**config.mk**
```make
export PLATFORM = sky130hd
export DESIGN_NAME = ldcb_bank
export DESIGN_NICKNAME = d
export VERILOG_FILES = /design/src/hw/ldcb_decode.v /design/src/hw/ldcb_bank.v
export VERILOG_INCLUDE_DIRS = /design/src /design/src/pkg
export SDC_FILE = /design/constraint.sdc
export NUM_CORES = 1
export LEC_CHECK = 0
export BUFFER_PORTS_ARGS = -buffer_cell sky130_fd_sc_hd__buf_2
export CAP_MARGIN = 20
export CORE_UTILIZATION = 50
export DETAILED_ROUTE_END_ITERATION = 8
export PLACE_DENSITY = 0.83
export SYNTH_ARGS = -nofsm -noshare
export SYNTH_HDL_FRONTEND = slang
export SYNTH_SLANG_ARGS = --single-unit
```
**constraint.sdc**
```tcl
create_clock -name mclk_in -period 2.24 [get_ports mclk_in]
set_clock_uncertainty 0.05 [all_clocks]
set_input_delay 0.224 -clock mclk_in [delete_from_list [all_inputs] [get_ports mclk_in]]
set_output_delay 0.224 -clock mclk_in [all_outputs]
set_load 0.005 [all_outputs]
```
**src/pkg/ldcb_consts.vh**
```
`ifndef LDCB_CONSTS_VH
`define LDCB_CONSTS_VH

// Number of device-number values that own a bank
`define LDCB_NDEV          10

// Device numbers of the banks with extra features
`define LDCB_DEV_FLOPPY    0
`define LDCB_DEV_PARALLEL  3
`define LDCB_DEV_SERIAL1   4
`define LDCB_DEV_SERIAL2   5
`define LDCB_DEV_KBD       7

// Register indices
`define LDCB_IDX_DEVNUM    8'h07
`define LDCB_IDX_ACTIVATE  8'h30
`define LDCB_IDX_BASE0_HI  8'h60
`define LDCB_IDX_BASE0_LO  8'h61
`define LDCB_IDX_BASE1_HI  8'h62
`define LDCB_IDX_BASE1_LO  8'h63
`define LDCB_IDX_IRQ0      8'h70
`define LDCB_IDX_IRQ1      8'h72
`define LDCB_IDX_DMA       8'h74

// Field positions
`define LDCB_ACT_BIT       0

// Reset values
`define LDCB_RST_ZERO      8'h00
`define LDCB_RST_DMA       8'h04
`define LDCB_RST_DEVNUM    8'h00
`define LDCB_RST_INDEX     8'h00

// Permitted base address window, twelve address bits
`define LDCB_BASE_MIN      12'h100
`define LDCB_BASE_MAX8     12'hFF8
`define LDCB_BASE_MAX4     12'hFFC
`define LDCB_SPAN8         12'h007
`define LDCB_SPAN4         12'h003

`endif

```
**src/hw/ldcb_decode.v**
```verilog
`timescale 1ns/1ps
`include "ldcb_consts.vh"

// Address decode of one logical device
module ldcb_decode #(
    parameter [11:0] BASE_MAX = `LDCB_BASE_MAX8,
    parameter [11:0] SPAN     = `LDCB_SPAN8
) (
    input  wire        mclk_in,
    input  wire        rst_in,
    input  wire [15:0] base_in,
    input  wire        active_in,
    input  wire        io_cyc_in,
    input  wire [11:0] io_addr_in,
    output wire        base_ok_out,
    output reg         hit_out
);

    // Base must sit in the window, on its own boundary
    assign base_ok_out = (base_in[15:12] == 4'h0) &&
                         (base_in[11:0] >= `LDCB_BASE_MIN) &&
                         (base_in[11:0] <= BASE_MAX) &&
                         ((base_in[11:0] & SPAN) == 12'h000);

    // Only A11..A0 take part; upper host bits are don't-care
    wire addr_match;
    assign addr_match = ((io_addr_in & ~SPAN) == base_in[11:0]);

    always @(posedge mclk_in) begin
        if (rst_in) begin
            hit_out <= 1'b0;
        end else begin
            // Out-of-window base: cycles to the device are dropped
            hit_out <= io_cyc_in && active_in && base_ok_out &&
                       addr_match;
        end
    end

endmodule

```
**src/hw/ldcb_bank.v**
```verilog
`timescale 1ns/1ps
`include "ldcb_consts.vh"

module ldcb_bank (
    input  wire                      mclk_in,
    input  wire                      rst_in,
    input  wire                      cfg_mode_in,
    input  wire                      idx_wr_in,
    input  wire                      data_wr_in,
    input  wire                      data_rd_in,
    input  wire [7:0]                wr_data_in,
    input  wire                      pwr_wr_in,
    input  wire [`LDCB_NDEV-1:0]     pwr_bits_in,
    input  wire                      io_cyc_in,
    input  wire [11:0]               io_addr_in,
    output reg  [7:0]                rd_data_out,
    output reg                       rd_valid_out,
    output wire [7:0]                index_out,
    output wire [7:0]                dev_num_out,
    output wire [`LDCB_NDEV-1:0]     dev_active_out,
    output wire [`LDCB_NDEV-1:0]     pwr_bits_out,
    output wire [`LDCB_NDEV-1:0]     dev_base_ok_out,
    output wire [`LDCB_NDEV-1:0]     dev_hit_out,
    output wire [8*`LDCB_NDEV-1:0]   irq_primary_out,
    output wire [7:0]                irq_secondary_out,
    output wire [7:0]                dma_floppy_out,
    output wire [7:0]                dma_parallel_out,
    output wire [7:0]                dma_serial2_out,
    output wire                      irq_edge_high_out
);

    reg  [7:0] index_reg;
    reg  [7:0] dev_num;

    wire       cfg_wr;
    wire       cfg_rd;
    wire [7:0] bank_rd   [0:`LDCB_NDEV-1];
    wire [7:0] bank_irq1 [0:`LDCB_NDEV-1];
    wire [7:0] bank_dma  [0:`LDCB_NDEV-1];
    reg  [7:0] next_rd_data;

    // Outside the configuration state the ports are closed
    assign cfg_wr = data_wr_in && cfg_mode_in;
    assign cfg_rd = data_rd_in && cfg_mode_in;

    assign index_out   = index_reg;
    assign dev_num_out = dev_num;

    // Routed interrupts are fixed active-high edge, ISA style
    assign irq_edge_high_out = 1'b1;

    // Index port, then data port
    always @(posedge mclk_in) begin
        if (rst_in) begin
            index_reg <= `LDCB_RST_INDEX;
        end else if (idx_wr_in && cfg_mode_in) begin
            index_reg <= wr_data_in;
        end
    end

    // Device-number register; registered so the next access sees it
    always @(posedge mclk_in) begin
        if (rst_in) begin
            dev_num <= `LDCB_RST_DEVNUM;
        end else if (cfg_wr && index_reg == `LDCB_IDX_DEVNUM) begin
            dev_num <= wr_data_in;
        end
    end

    genvar i;
    generate
        for (i = 0; i < `LDCB_NDEV; i = i + 1) begin : g_bank
            localparam HAS_B0 = (i == `LDCB_DEV_FLOPPY)   ||
                                (i == `LDCB_DEV_PARALLEL) ||
                                (i == `LDCB_DEV_SERIAL1)  ||
                                (i == `LDCB_DEV_SERIAL2);
            localparam HAS_B1 = (i == `LDCB_DEV_SERIAL2);
            localparam HAS_IRQ1 = (i == `LDCB_DEV_KBD);
            localparam HAS_DMA = (i == `LDCB_DEV_FLOPPY)   ||
                                 (i == `LDCB_DEV_PARALLEL) ||
                                 (i == `LDCB_DEV_SERIAL2);
            // Parallel port may sit on 4-byte boundaries
            localparam [11:0] LIMIT = (i == `LDCB_DEV_PARALLEL) ?
                                      `LDCB_BASE_MAX4 : `LDCB_BASE_MAX8;
            localparam [11:0] SPAN = (i == `LDCB_DEV_PARALLEL) ?
                                     `LDCB_SPAN4 : `LDCB_SPAN8;

            reg        act;
            reg  [7:0] b0_hi;
            reg  [7:0] b0_lo;
            reg  [7:0] b1_hi;
            reg  [7:0] b1_lo;
            reg  [7:0] irq0;
            reg  [7:0] irq1;
            reg  [7:0] dma;
            reg  [7:0] rd_val;
            wire       sel_wr;

            // Bank chosen by the device number
            assign sel_wr = cfg_wr && (dev_num == i);

            // One bit serves as both activate and power control
            always @(posedge mclk_in) begin
                if (rst_in) begin
                    act <= 1'b0;
                end else if (sel_wr &&
                             index_reg == `LDCB_IDX_ACTIVATE) begin
                    act <= wr_data_in[`LDCB_ACT_BIT];
                end else if (pwr_wr_in) begin
                    act <= pwr_bits_in[i];
                end
            end

            always @(posedge mclk_in) begin
                if (rst_in) begin
                    b0_hi <= `LDCB_RST_ZERO;
                    b0_lo <= `LDCB_RST_ZERO;
                    b1_hi <= `LDCB_RST_ZERO;
                    b1_lo <= `LDCB_RST_ZERO;
                    irq0  <= `LDCB_RST_ZERO;
                    irq1  <= `LDCB_RST_ZERO;
                    dma   <= `LDCB_RST_DMA;
                end else if (sel_wr) begin
                    // Unlisted and unused indices drop the write
                    case (index_reg)
                    `LDCB_IDX_BASE0_HI: begin
                        if (HAS_B0) begin
                            b0_hi <= wr_data_in;
                        end
                    end
                    `LDCB_IDX_BASE0_LO: begin
                        if (HAS_B0) begin
                            b0_lo <= wr_data_in;
                        end
                    end
                    `LDCB_IDX_BASE1_HI: begin
                        if (HAS_B1) begin
                            b1_hi <= wr_data_in;
                        end
                    end
                    `LDCB_IDX_BASE1_LO: begin
                        if (HAS_B1) begin
                            b1_lo <= wr_data_in;
                        end
                    end
                    `LDCB_IDX_IRQ0: begin
                        irq0 <= wr_data_in;
                    end
                    `LDCB_IDX_IRQ1: begin
                        if (HAS_IRQ1) begin
                            irq1 <= wr_data_in;
                        end
                    end
                    `LDCB_IDX_DMA: begin
                        if (HAS_DMA) begin
                            dma <= wr_data_in;
                        end
                    end
                    default: begin
                        b0_hi <= b0_hi;
                    end
                    endcase
                end
            end

            // Read view; reserved bits and unused indices give zero
            always @* begin
                rd_val = 8'h00;
                case (index_reg)
                `LDCB_IDX_ACTIVATE: rd_val = {7'h00, act};
                `LDCB_IDX_BASE0_HI: rd_val = HAS_B0 ? b0_hi : 8'h00;
                `LDCB_IDX_BASE0_LO: rd_val = HAS_B0 ? b0_lo : 8'h00;
                `LDCB_IDX_BASE1_HI: rd_val = HAS_B1 ? b1_hi : 8'h00;
                `LDCB_IDX_BASE1_LO: rd_val = HAS_B1 ? b1_lo : 8'h00;
                `LDCB_IDX_IRQ0:     rd_val = irq0;
                `LDCB_IDX_IRQ1:     rd_val = HAS_IRQ1 ? irq1 : 8'h00;
                `LDCB_IDX_DMA:      rd_val = HAS_DMA ? dma : 8'h00;
                default:            rd_val = 8'h00;
                endcase
            end

            assign bank_rd[i]   = rd_val;
            assign bank_irq1[i] = HAS_IRQ1 ? irq1 : 8'h00;
            assign bank_dma[i]  = HAS_DMA ? dma : 8'h00;
            assign irq_primary_out[8*i +: 8] = irq0;

            // Activate and power-control read back the same bit
            assign dev_active_out[i] = act;
            assign pwr_bits_out[i]   = act;

            if (HAS_B0) begin : g_dec
                ldcb_decode #(
                    .BASE_MAX (LIMIT),
                    .SPAN     (SPAN)
                ) u_dec (
                    .mclk_in     (mclk_in),
                    .rst_in      (rst_in),
                    .base_in     ({b0_hi, b0_lo}),
                    .active_in   (act),
                    .io_cyc_in   (io_cyc_in),
                    .io_addr_in  (io_addr_in),
                    .base_ok_out (dev_base_ok_out[i]),
                    .hit_out     (dev_hit_out[i])
                );
            end else begin : g_nodec
                // No relocatable base, so no decode here
                assign dev_base_ok_out[i] = 1'b0;
                assign dev_hit_out[i]     = 1'b0;
            end
        end
    endgenerate

    assign irq_secondary_out = bank_irq1[`LDCB_DEV_KBD];
    assign dma_floppy_out    = bank_dma[`LDCB_DEV_FLOPPY];
    assign dma_parallel_out  = bank_dma[`LDCB_DEV_PARALLEL];
    assign dma_serial2_out   = bank_dma[`LDCB_DEV_SERIAL2];

    // Data port read mux; banks above the last read as zero
    always @* begin
        next_rd_data = 8'h00;
        if (index_reg == `LDCB_IDX_DEVNUM) begin
            next_rd_data = dev_num;
        end else if (index_reg >= `LDCB_IDX_ACTIVATE &&
                     dev_num < `LDCB_NDEV) begin
            next_rd_data = bank_rd[dev_num[3:0]];
        end
    end

    // Read answer one cycle after the strobe; zero when closed
    always @(posedge mclk_in) begin
        if (rst_in) begin
            rd_data_out  <= 8'h00;
            rd_valid_out <= 1'b0;
        end else begin
            rd_valid_out <= data_rd_in;
            if (cfg_rd) begin
                rd_data_out <= next_rd_data;
            end else begin
                rd_data_out <= 8'h00;
            end
        end
    end

endmodule

```
# Word-level counts from Yosys, hierarchy flattened
# Index checks and enable logic that the tools add are counted.
totals:
  regBits: 231
  input_bits: 38
  out_inout_bits: 178
  elab_cells: 205
op_classes:
  order_cmp: 11
  n_eq_ne: 22
  mux: 35
  bitwise_logic: 2
  reduce_logical: 93
ops:
  columns: ["operator", "n"]
  rows:
  - ["$pmux W8 S2", 5]
  - ["$pmux W8 S5", 2]
  - ["$eq A8 B7 Y1 const B", 7]
  - ["$pmux W8 S7", 1]
  - ["$logic_and A1 B1 Y1", 49]
  - ["$eq A12 B12 Y1", 4]
  - ["$ge A12 B9 Y1 const B", 4]
  - ["$le A12 B12 Y1 const B", 4]
  - ["$logic_not A12 Y1", 4]
  - ["$reduce_and A2 Y1", 24]
  - ["$eq A8 B3 Y1 const B", 5]
  - ["$bmux W8 S4", 1]
  - ["$mux W8", 4]
  - ["$pmux W8 S4", 1]
  - ["$pmux W8 S3", 1]
  - ["$mux W1", 20]
  - ["$reduce_bool A2 Y1", 10]
  - ["$eq A8 B2 Y1 const B", 2]
  - ["$eq A8 B4 Y1 const B", 2]
  - ["$logic_not A4 Y1", 4]
  - ["$eq A8 B1 Y1 const B", 1]
  - ["$eq A8 B6 Y1 const B", 1]
  - ["$ge A8 B6 Y1 const B", 1]
  - ["$logic_not A8 Y1", 1]
  - ["5 further kinds", 5]

# Depth between registers and ports, before layout
# Gate-level depths: netlist (run 1).
depth:
  depth_word: 7
  mapped_depth: 11
  depth_no_buf: 8

# Hierarchy
# Synthesis (run 1) repeated with hierarchy kept, for this count alone.
unflattened:
  cells_unflattened: 1365
  hier_area_um2: 11272.1
by_module_without_submodules:
  columns: ["module", "instances", "cells_each", "area_per_inst_um2", "seq_area_each_um2"]
  rows:
  - ["ldcb_bank", 1, 1283, 10570.1, 4544.4]
  - ["ldcb_decode at g_bank[0].g_dec.u_dec ...", 3, 21, 176.4, 20.0]
  - ["ldcb_decode at g_bank[3].g_dec.u_dec", 1, 19, 172.7, 20.0]

# Worst setup path after synthesis (run 1)
# Ideal clock, no wire load.
synth_timing:
  path_kind: "register to register"
  from: "reg index_reg[4] (netlist: index_out[4])"
  to: "reg rd_data_out[7]"
  setup_ps: 131
  t_arrival_ps: 2111
  required_time_ps: 2059
  path_slack_ps: -53
  path_stages_with_launch: 8
  n_path_buf: 1
  period_less_slack_ps: 2293
  path_cell_list: "dfxtp_1 > buf_1 > mux2_2 > a221o_1 > o22ai_1 > nor3_1 > a2111oi_0 > nor3_1"
synth_between:
  elab_chain_cells: 7
  word_cells_on_any_way: 26
  classes_between: "1 x order compare; 9 x eq/ne; 15 x mux; 1 x reduce/logical"
synth_rtl:
  columns: ["item", "line_no", "rtl"]
  rows:
  - ["from (decl)", "ldcb_bank.v:32", "reg [7:0] index_reg;"]
  - ["from (signal assigned)", "ldcb_bank.v:55", "index_reg <= `LDCB_RST_INDEX;"]
  - ["from (signal assigned)", "ldcb_bank.v:57", "index_reg <= wr_data_in;"]
  - ["$eq A8 B7 Y1 or $eq A8 B6 Y1 (tied branches)", "ldcb_bank.v:169", "case (index_reg)"]
  - ["$pmux W8 S7, or another cell as far along", "ldcb_bank.v:169", null]
  - ["$bmux W8 S4", "ldcb_bank.v:225", "next_rd_data = bank_rd[dev_num[3:0]];"]
  - ["$mux W8 (not written as such) (2 in series)", "ldcb_bank.v:225", null]
  - ["$mux W8", "ldcb_bank.v:223", "end else if (index_reg >= `LDCB_IDX_ACTIVATE &&"]
  - ["$mux W8 (*)", "ldcb_bank.v:221", "if (index_reg == `LDCB_IDX_DEVNUM) begin"]
  - ["to (signal assigned)", "ldcb_bank.v:237", "rd_data_out <= next_rd_data;"]
  - ["to (decl)", "ldcb_bank.v:16", "output reg [7:0] rd_data_out,"]
# Mark *: on every way between the ends. The rest lies on a longest branch, timed or not. The select of a mux whose other input is x is not followed.
# A chain may end at the register's enable or synchronous reset.

# Worst setup path after layout (run 1)
layout_timing:
  from: "reg index_reg[0] (netlist: index_out[0])"
  to: "reg rd_data_out[3]"
# Same word-level chain as after synthesis.

==> results of run 1 <==
[routing by layer]
layer | global-route usage | vias up | wire length (um)
li1 | - | 5348 | -
met3 | 0.0704 | 196 | 5000
met5 | 0 | - | 0
met2 | 0.567 | 853 | 19300
met4 | 0.204 | 0 | 2660
met1 | 0.472 | 5646 | 16200
[cells by family (layout without fill, tap and decap cells)]
| kind of cell | after synthesis | count (layout) | share of synthesized area |
|---|---|---|---|
| compound gates | 321 | 321 | 0.175 |
| buf+inv | 164 | 399 | 0.0769 |
| other cells | 2 | 13 | 0.000670 |
| flops | 231 | 231 | 0.413 |
| simple gates | 590 | 590 | 0.242 |
| xor+xnor | 37 | 37 | 0.0289 |
| mux | 70 | 70 | 0.0634 |
[worst max-delay path by stage]
stage	start	to	cells after the start
detailed placement	index_out[0]	rd_data_out[7]	9
global route	index_out[0]	rd_data_out[0]	8
floorplan	index_out[0]	g_bank[8].irq0[0]	9
global placement	index_out[0]	rd_data_out[7]	9
CTS	index_out[3]	rd_data_out[7]	10
finish	index_out[0]	rd_data_out[3]	8
[layout make-up]
class	count	area, sq um
Tap cell	280	350
Clock buffer	38	787
Sequential cell	231	4630
Inverter	2	7.51
Timing Repair Buffer	349	2340
Fill cell	1785	7550
Clock inverter	10	155
Multi-Input combinational cell	1031	6070
[synth_stat cells (all sizes together) (18+ instances only)]
| cell type | instances | area [sq um] |
|---|---|---|
| nor3 | 24 | 163 |
| nor4 | 23 | 195 |
| mux2i | 62 | 621 |
| buf | 78 | 539 |
| clkbuf | 84 | 315 |
| a21oi | 207 | 1040 |
| nand3 | 98 | 495 |
| xnor2 | 33 | 289 |
| dfxtp | 231 | 4620 |
| nor2 | 74 | 285 |
| o21ai | 18 | 90.1 |
| a22oi | 18 | 135 |
| nand2 | 317 | 1190 |
[registers in the layout, summed over array words and instances (netlist names), 10 cells and up]
name          count
g_bank.irq0      80
g_bank.b0_lo     32
g_bank.act       10
g_bank.b0_hi     32
[per-stage QoR]
stage               setup slack, ns  total power [mW]
finish                       -0.209              9.34
global route                 -0.339              9.55
CTS                          -0.170              9.30
detailed placement           -0.306              4.70
global placement             -0.299              4.70
floorplan                    0.0403              4.55
[power by group]
| part | internal [mW] | switching, mW | total [mW] |
|---|---|---|---|
| Clock | 2.89 | 1.78 | 4.67 |
| Combinational | 0.173 | 0.350 | 0.523 |
| Sequential | 4.13 | 0.0232 | 4.15 |
[critical path, cell delays in order (launching register included)]
cell and delay, ns:
sky130_fd_sc_hd__dfxtp_2 0.32, sky130_fd_sc_hd__or4_4 0.61, sky130_fd_sc_hd__buf_4 0.18, sky130_fd_sc_hd__nor3_4 0.14, sky130_fd_sc_hd__buf_12 0.17, sky130_fd_sc_hd__a21oi_1 0.15
sky130_fd_sc_hd__a2111oi_4 0.44, sky130_fd_sc_hd__nor2_1 0.12, sky130_fd_sc_hd__nor3_1 0.18
[repair_timing]
item / in CTS / in global routing
hold buffers: 6 / 0
endpoints found under the setup margin: 98 / 182
gates resized for setup: 51 / 51
setup buffers: 5 / 8
endpoints found under the hold margin: 12 / 0
pin swaps: 23 / 14
gates cloned: 2 / 1
==> reports/metrics.csv, run 1 <==
stage,metric,value,unit
place,gp_congestion,0.995,
critical_path,cp_data_required_time,2.66,ns
clocking,tritoncts,done,
cells_and_area,post_route_cells_drive_above_1_share,0.287,
pwr,worst_ir_drop_vdd,615,uV
place,io_buffers,200,
grt,largest_net_degree_at_the_start_of_global_routing,82,
floorplanning,die-height,152,um
synth,yosysWarningCount,0,
route,post_drt_wl_per_cell,22.2,um
cells_and_area,layout_commonest_cell,sky130_fd_sc_hd__nand2_1,
status,run_status,finished with violations,
clocking,clkTransAtPathRegs,0.06,ns
cells_and_area,n_antenna_cell,0,
place,post-place-cells,1873,
critical_path,reg2reg_from,index_out[0],
cells_and_area,final_core_utilization,0.655,
timing,final_min_period_over_clock_period,1.09,
route,wirelength,43200,um
worst_hold_path,timing.hold.worst.start,pwr_bits_in[2],
grt,grt.overflow.total,0,
route,firstDrtPassIters,6,
grt,first_global_vias,11000,
synth,yosysUniqueCellTypes,64,
floorplanning,core_area,21900,sq um
status,violations,negative setup slack,
critical_path,worstReg2RegEnd,rd_data_out[3],
cells_and_area,area.growth.synth_to_final,28.0,%
worst_hold_path,timing.hold.worst_path_depth,4,
critical_path,worst-endpoint-arrival,2.87,ns
synth,ys_seq_area_frac,0.413,
clocking,clock_latency,0.54,ns
grt,grt_antenna_before_repair,0,
place,dpl_cell_area,12800,sq um
critical_path,cp-start-kind,register,
route,drc_errors,0,
synth,ys_ff_latch,231,
synth,synth_cells,1415,
floorplanning,dieArea,23000,sq um
floorplanning,fp-row-count,54,
route,routed-via-count,12000,
timing,setup_violations,48,
timing,final-hold-violation-count,0,
grt,first_pass_grt_wire_length,63300,um
worst_hold_path,holdPathEnd,g_bank[2].act,
route,post_drt_via_cell_ratio,6.20,
synth,synthArstFlopShare,0,
pwr,power.static_leakage,5.86,nW
timing,max_freq,408,MHz
floorplanning,die_x,152,um
critical_path,timing.critical_path.fanout_max,16,
worst_hold_path,min-delay-path-class,input port to register,
timing,holdWs,0.0169,ns
grt,track_usage,0.364,
pwr,power_density,652,nW/um^2
clocking,cts_inserted_buffers,26,
synth,synth_enable_flop_cells,0,
critical_path,criticalPathCategory,register to register,
critical_path,timing.critical_path.to_type,register,
critical_path,reg2regPathDepth,8,
critical_path,setup.reg_to_reg.worst_slack,-0.21,ns
floorplanning,initial_util,0.512,
clocking,cts.root.buffer_cell,sky130_fd_sc_hd__clkbuf_16,
timing,finalWorstSetupSlack,-0.209,ns
cells_and_area,fin_cells,1941,
timing,worst-slew-pin-transition,0.861,ns
timing,period_needed,2.45,ns
synth,ys_dominant_reg_cell,sky130_fd_sc_hd__dfxtp_1,
timing,slew_limit_fails,0,
cells_and_area,most-common-layout-cells,"sky130_fd_sc_hd__nand2_1, sky130_fd_sc_hd__dfxtp_1, sky130_fd_sc_hd__a21oi_1",
cells_and_area,layout.nets,1679,
route,detail-route-antenna-nets,0,
synth,syn-cell-area,11200,sq um
timing,totalNegativeSetupSlack,-3.88,ns
cells_and_area,layout.cell_area.non_filler,14300,sq um
route,drt_iter0_drc,1416,
synth,post_synth.cell_area_avg,7.92,sq um
flow_run,max-cap-violations,0,
floorplanning,ios,216,
timing,grt_setup_unrepaired,true,
clocking,htree_num_levels,1,
clocking,clkSinkCount,231,
timing,max-slew-margin-rel,0.426,
place,post-dp-hpwl,29500,um
clocking,cts_max_path_buffers,3,
(Power assumes the default switching activity.)
==> run 2, diff against run 1 <==
==> constraint.sdc (replaced) <==
create_clock -name mclk_in -period 2.24 [get_ports mclk_in]
set_clock_uncertainty 0.05 [all_clocks]
set_input_delay 0.224 -clock mclk_in [delete_from_list [all_inputs] [get_ports mclk_in]]
set_output_delay 0.224 -clock mclk_in [all_outputs]
set_load 0.05 [all_outputs]
==> reports/metrics.csv, run 2 (same netlist as run 1, synthesis figures left out) <==
stage,metric,value,unit
status,run_status,finished with violations,
status,violations,negative setup slack,
floorplanning,die-height,152,um
grt,first_pass_grt_wire_length,63300,um
place,io_buffers,200,
critical_path,criticalPathCategory,register to register,
clocking,tritoncts,done,
critical_path,cp_cell_sequence,"or4_4, nor2_4, buf_12, buf_12, buf_8, a221o_1, a21oi_2, o41ai_2, nand4_1, o21ai_1",
timing,worst-slew-pin-transition,1.10,ns
clocking,clkTransAtPathRegs,0.06,ns
cells_and_area,layout.cell_area.non_filler,14100,sq um
cells_and_area,layout_commonest_cell,sky130_fd_sc_hd__nand2_1,
grt,track_usage,0.365,
timing,finalWorstSetupSlack,-0.256,ns
clocking,clock_latency,0.53,ns
critical_path,critical-path-top-cell-by-count,sky130_fd_sc_hd__buf_12,
timing,slew_limit_fails,0,
worst_hold_path,min-delay-path-class,input port to register,
pwr,power.total,9.13,mW
critical_path,timing.critical_path.slowest_stage_cell,sky130_fd_sc_hd__or4_4,
critical_path,timing.critical_path.fanout_max,8,
place,dpl_cell_area,12800,sq um
grt,first_global_vias,10800,
clocking,clkSinkCount,231,
critical_path,cp-start-kind,register,
cells_and_area,fin_cells,1926,
clocking,cts_inserted_buffers,25,
timing,period_needed,2.50,ns
pwr,worst_ir_drop_vdd,651,uV
timing,setup_violations,41,
timing,grt_setup_unrepaired,true,
floorplanning,initial_util,0.512,
floorplanning,core_area,21900,sq um
route,post_drt_wl_per_cell,22.6,um
grt,grt_antenna_before_repair,1,
critical_path,worst-endpoint-arrival,2.91,ns
timing,max_freq,401,MHz
clocking,htree_num_levels,1,
critical_path,crit_family,simple AND/OR/NAND/NOR gates,
floorplanning,dieArea,23000,sq um
pwr,power.static_leakage,5.78,nW
clocking,cts_max_path_buffers,3,
place,gp_congestion,0.985,
flow_run,max-cap-violations,0,
route,wirelength,43500,um
critical_path,timing.critical_path.to_type,register,
route,drc_errors,0,
timing,final_min_period_over_clock_period,1.11,
route,detail-route-antenna-nets,0,
cells_and_area,layout.nets,1666,
route,firstDrtPassIters,9,
grt,grt.overflow.total,0,
timing,final-hold-violation-count,0,
floorplanning,die_x,152,um
cells_and_area,most-common-layout-cells,"sky130_fd_sc_hd__nand2_1, sky130_fd_sc_hd__dfxtp_1, sky130_fd_sc_hd__a21oi_1",
floorplanning,ios,216,
route,routed-via-count,12000,
pwr,power_density,645,nW/um^2
cells_and_area,registers_with_the_highest_flip_flop_counts,"g_bank.irq0 x80, g_bank.b0_hi x32, g_bank.b0_lo x32",
cells_and_area,largest_register_ffs,80,
floorplanning,fp-row-count,54,
timing,max-slew-margin-rel,0.267,
cells_and_area,post_route_cells_drive_above_1_share,0.278,
cells_and_area,n_antenna_cell,0,
route,post_drt_via_cell_ratio,6.24,
clocking,cts.root.buffer_cell,sky130_fd_sc_hd__clkbuf_16,
place,dpl_worst_slack,-0.247,ns
cells_and_area,fillerInstances,1863,
place,post-place-cells,1864,
cells_and_area,area.growth.synth_to_final,26.2,%
place,post-dp-hpwl,30000,um
cells_and_area,largest_register,g_bank.irq0,
grt,largest_net_degree_at_the_start_of_global_routing,219,
critical_path,crit_buf_inv,3,
critical_path,cp_data_required_time,2.66,ns
critical_path,delay_of_the_slowest_critical_path_stage,0.63,ns
route,drt_iter0_drc,1507,
-- run 2: report_power, final --
part	total, mW	switching, mW	internal [mW]
Clock	4.33	1.73	2.61
Sequential	4.15	0.0288	4.12
Combinational	0.637	0.484	0.153
Total	9.13	2.24	6.88
-- run 2: worst paths after layout --
| kind | startpoint | endpoint | slack [ns] | depth (start not counted) |
|---|---|---|---|---|
| max reg2reg | index_out[0] | rd_data_out[0] | -0.26 | 10 |
| min | pwr_bits_in[1] | g_bank[1].act | 0.03 | 3 |
| min reg2reg | g_bank[2].irq0[1] | g_bank[2].irq0[1] | 0.43 | 2 |
| max | index_out[0] | rd_data_out[0] | -0.26 | 10 |
-- run 2: layer usage --
| layer | up-vias | GRT usage | share of wire | routed length (um) |
|---|---|---|---|---|
| li1 | 5330 | - | - | - |
| met1 | 5687 | 0.482 | 0.38 | 16500 |
| met2 | 854 | 0.571 | 0.46 | 19800 |
| met3 | 150 | 0.0710 | 0.11 | 5000 |
| met4 | 2 | 0.176 | 0.050 | 2170 |
| met5 | - | 0 | 0.00039 | 17 |
-- run 2: timing repair --
action	in CTS	in global routing
resized for setup	35	45
gates cloned	1	1
buffers inserted	8	4
setup endpoints to repair	127	178
hold buffers	4	0
hold endpoints to repair	8	0
pin swaps	14	12
-- run 2: cell type report --
class / count / area [sq um] / area share
repair buffers: 337 / 2280 / 0.161
clock inverters: 5 / 78.8 / 0.00557
well taps: 280 / 350 / 0.0248
flip-flops and latches: 231 / 4640 / 0.328
inverters: 2 / 7.51 / 0.000531
clock buffers: 40 / 782 / 0.0553
multi-input cells: 1031 / 6010 / 0.425
-- run 2: per-stage QoR --
step | hold slack, ns | util | TNS (ns)
6_report | 0.0281 | 0.646 | -3.43
5_1_grt | 0.0472 | 0.646 | -7.08
4_1_cts | 0.0107 | 0.637 | -1.46
3_5_place_dp | 0.412 | 0.586 | -7.70
3_3_place_gp | 0.409 | 0.586 | -4.87
2_1_floorplan | 0.257 | - | -0.0671
-- run 2: tightest hold or removal path, stage by stage --
cell and delay (ns):
sky130_fd_sc_hd__buf_2 0.10, sky130_fd_sc_hd__mux2i_1 0.13, sky130_fd_sc_hd__a211oi_1 0.10
==> run 3, diff against run 2 <==
--- a/config.mk
+++ b/config.mk
@@ -8,9 +8,10 @@
 export LEC_CHECK = 0
 export BUFFER_PORTS_ARGS = -buffer_cell sky130_fd_sc_hd__buf_2
 export CAP_MARGIN = 20
+export CORE_MARGIN = 3
 export CORE_UTILIZATION = 50
 export DETAILED_ROUTE_END_ITERATION = 8
-export PLACE_DENSITY = 0.83
+export PLACE_DENSITY = 0.79
 export SYNTH_ARGS = -nofsm -noshare
 export SYNTH_HDL_FRONTEND = slang
 export SYNTH_SLANG_ARGS = --single-unit
==> reports/metrics.csv, run 3 (same netlist as run 1, synthesis figures left out) <==
stage,metric,value,unit
status,run_status,finished with violations,
status,violations,negative setup slack,
critical_path,worst-endpoint-arrival,2.84,ns
cells_and_area,post_route_cells_drive_above_1_share,0.286,
route,post_drt_wl_per_cell,22.7,um
timing,max_freq,412,MHz
clocking,htree_num_levels,1,
grt,first_global_vias,11100,
critical_path,timing.critical_path.fanout_max,8,
floorplanning,initial_util,0.512,
critical_path,cp_data_required_time,2.65,ns
critical_path,reg2reg_from,index_out[0],
critical_path,crit_end,rd_data_out[2],
floorplanning,die_x,156,um
cells_and_area,registers_with_the_highest_flip_flop_counts,"g_bank.irq0 x80, g_bank.b0_hi x32, g_bank.b0_lo x32",
critical_path,worstReg2RegEnd,rd_data_out[2],
route,wirelength,43900,um
critical_path,criticalPathCategory,register to register,
timing,slew_limit_fails,0,
route,detail-route-antenna-nets,0,
timing,worst-slew-pin-transition,1.22,ns
clocking,tritoncts,done,
route,firstDrtPassIters,8,
place,gp_congestion,1.04,
cells_and_area,area.growth.synth_to_final,27.6,%
place,dpl_worst_slack,-0.245,ns
cells_and_area,fillerInstances,1847,
timing,period_needed,2.43,ns
route,drt_iter0_drc,1620,
timing,finalWorstSetupSlack,-0.190,ns
clocking,cts.root.buffer_cell,sky130_fd_sc_hd__clkbuf_16,
timing,setup_violations,39,
cells_and_area,layout_commonest_cell,sky130_fd_sc_hd__nand2_1,
grt,grt.overflow.total,0,
pwr,power.static_leakage,5.87,nW
floorplanning,die-height,156,um
route,post_drt_via_cell_ratio,6.18,
pwr,power_density,653,nW/um^2
critical_path,reg2regPathDepth,11,
route,drc_errors,0,
grt,grt_antenna_before_repair,0,
cells_and_area,most-common-layout-cells,"sky130_fd_sc_hd__nand2_1, sky130_fd_sc_hd__dfxtp_1, sky130_fd_sc_hd__a21oi_1",
floorplanning,dieArea,24200,sq um
critical_path,cp-start-kind,register,
route,routed-via-count,12000,
grt,first_pass_grt_wire_length,64800,um
place,post-dp-hpwl,30900,um
timing,totalNegativeSetupSlack,-3.81,ns
timing,grt_setup_unrepaired,true,
cells_and_area,largest_register_ffs,80,
clocking,clkTransAtPathRegs,0.06,ns
pwr,worst_ir_drop_vdd,586,uV
flow_run,max-cap-violations,0,
critical_path,critical_path.startpoint,index_out[0],
clocking,clock_latency,0.52,ns
cells_and_area,n_antenna_cell,0,
timing,final_min_period_over_clock_period,1.08,
cells_and_area,final_core_utilization,0.653,
cells_and_area,largest_register,g_bank.irq0,
critical_path,timing.critical_path.to_type,register,
clocking,cts_max_path_buffers,3,
critical_path,setup.reg_to_reg.worst_slack,-0.19,ns
clocking,cts_inserted_buffers,25,
cells_and_area,layout.nets,1678,
worst_hold_path,min-delay-path-class,input port to register,
clocking,clkSinkCount,231,
floorplanning,ios,216,
grt,largest_net_degree_at_the_start_of_global_routing,219,
floorplanning,fp-row-count,54,
timing,max-slew-margin-rel,0.186,
grt,track_usage,0.341,
place,io_buffers,200,
floorplanning,core_area,21900,sq um
timing,final-hold-violation-count,0,
run 3: changes by cell type in the layout (fill, tap and decap cells not counted), sizes merged:
cell,change
buf,+12
clkbuf,-6
bufinv,+3
clkinv,+1
clkinvlp,+1
run 3: final cells by class:
cell class                 count  area, sq um  share of cell area
clock buffer                  34          719              0.0503
clock inverter                10          181              0.0127
inverter                       2         7.51            0.000525
multi-input combinational   1031         6050               0.423
sequential                   231         4640               0.324
tap                          280          350              0.0245
timing repair buffer         349         2360               0.165
run 3: per-layer routing:
layer	vias to the layer above	routed length [um]	global-route usage
met3	147	5190	0.0727
met1	5641	16700	0.451
met2	830	20200	0.547
met4	0	1880	0.136
li1	5346	-	-
met5	-	0	0
run 3: how the worst min path moves through the flow:
| stage | slack (ns) | cells after the start | start | end |
|---|---|---|---|---|
| 3_5_place_dp | 0.41 | 2 | g_bank[9].irq0[7] | g_bank[9].irq0[7] |
| 5_1_grt | 0.02 | 3 | pwr_bits_in[9] | g_bank[9].act |
| 2_1_floorplan | 0.26 | 1 | rst_in | rd_valid_out |
| 4_1_cts | 0.02 | 3 | pwr_bits_in[9] | g_bank[9].act |
| 3_3_place_gp | 0.41 | 2 | g_bank[0].b0_hi[7] | g_bank[0].b0_hi[7] |
| 6_report | 0.02 | 3 | pwr_bits_in[9] | g_bank[9].act |
run 3: timing repair:
item,4_1_cts,5_1_grt
hold endpoints to repair,6,0
resized for setup,28,61
pin swaps,9,30
hold buffers,4,0
endpoints found under the setup margin,121,171
buffers inserted,4,10
cloned,0,1
run 3: where the power goes:
part | switching, mW | internal, mW | total, mW
clock | 1.71 | 2.81 | 4.52
combinational | 0.502 | 0.171 | 0.673
sequential | 0.0206 | 4.13 | 4.15
run 3: stage by stage:
step                      area, sq um  instances  total power, mW  hold slack (ns)
after global routing            14300       1937             9.56           0.0213
final                           14300       1937             9.34           0.0244
after CTS                       13900       1926             9.32           0.0185
after floorplan                 11300       1426             4.69            0.257
after detailed placement        12900       1874             4.86            0.412
after global placement          12900       1874             4.86            0.406
run 3: worst max-delay path: stages (launching register included):
cell                      delay [ns]
sky130_fd_sc_hd__dfxtp_4        0.34
sky130_fd_sc_hd__or4_4          0.58
sky130_fd_sc_hd__buf_6          0.15
sky130_fd_sc_hd__nor2_4         0.16
sky130_fd_sc_hd__buf_12         0.17
sky130_fd_sc_hd__buf_8          0.14
sky130_fd_sc_hd__a21oi_1        0.07
sky130_fd_sc_hd__a21oi_1        0.12
sky130_fd_sc_hd__and3_1         0.16
sky130_fd_sc_hd__a31oi_1        0.06
sky130_fd_sc_hd__o22ai_1        0.18
sky130_fd_sc_hd__a32o_1         0.19
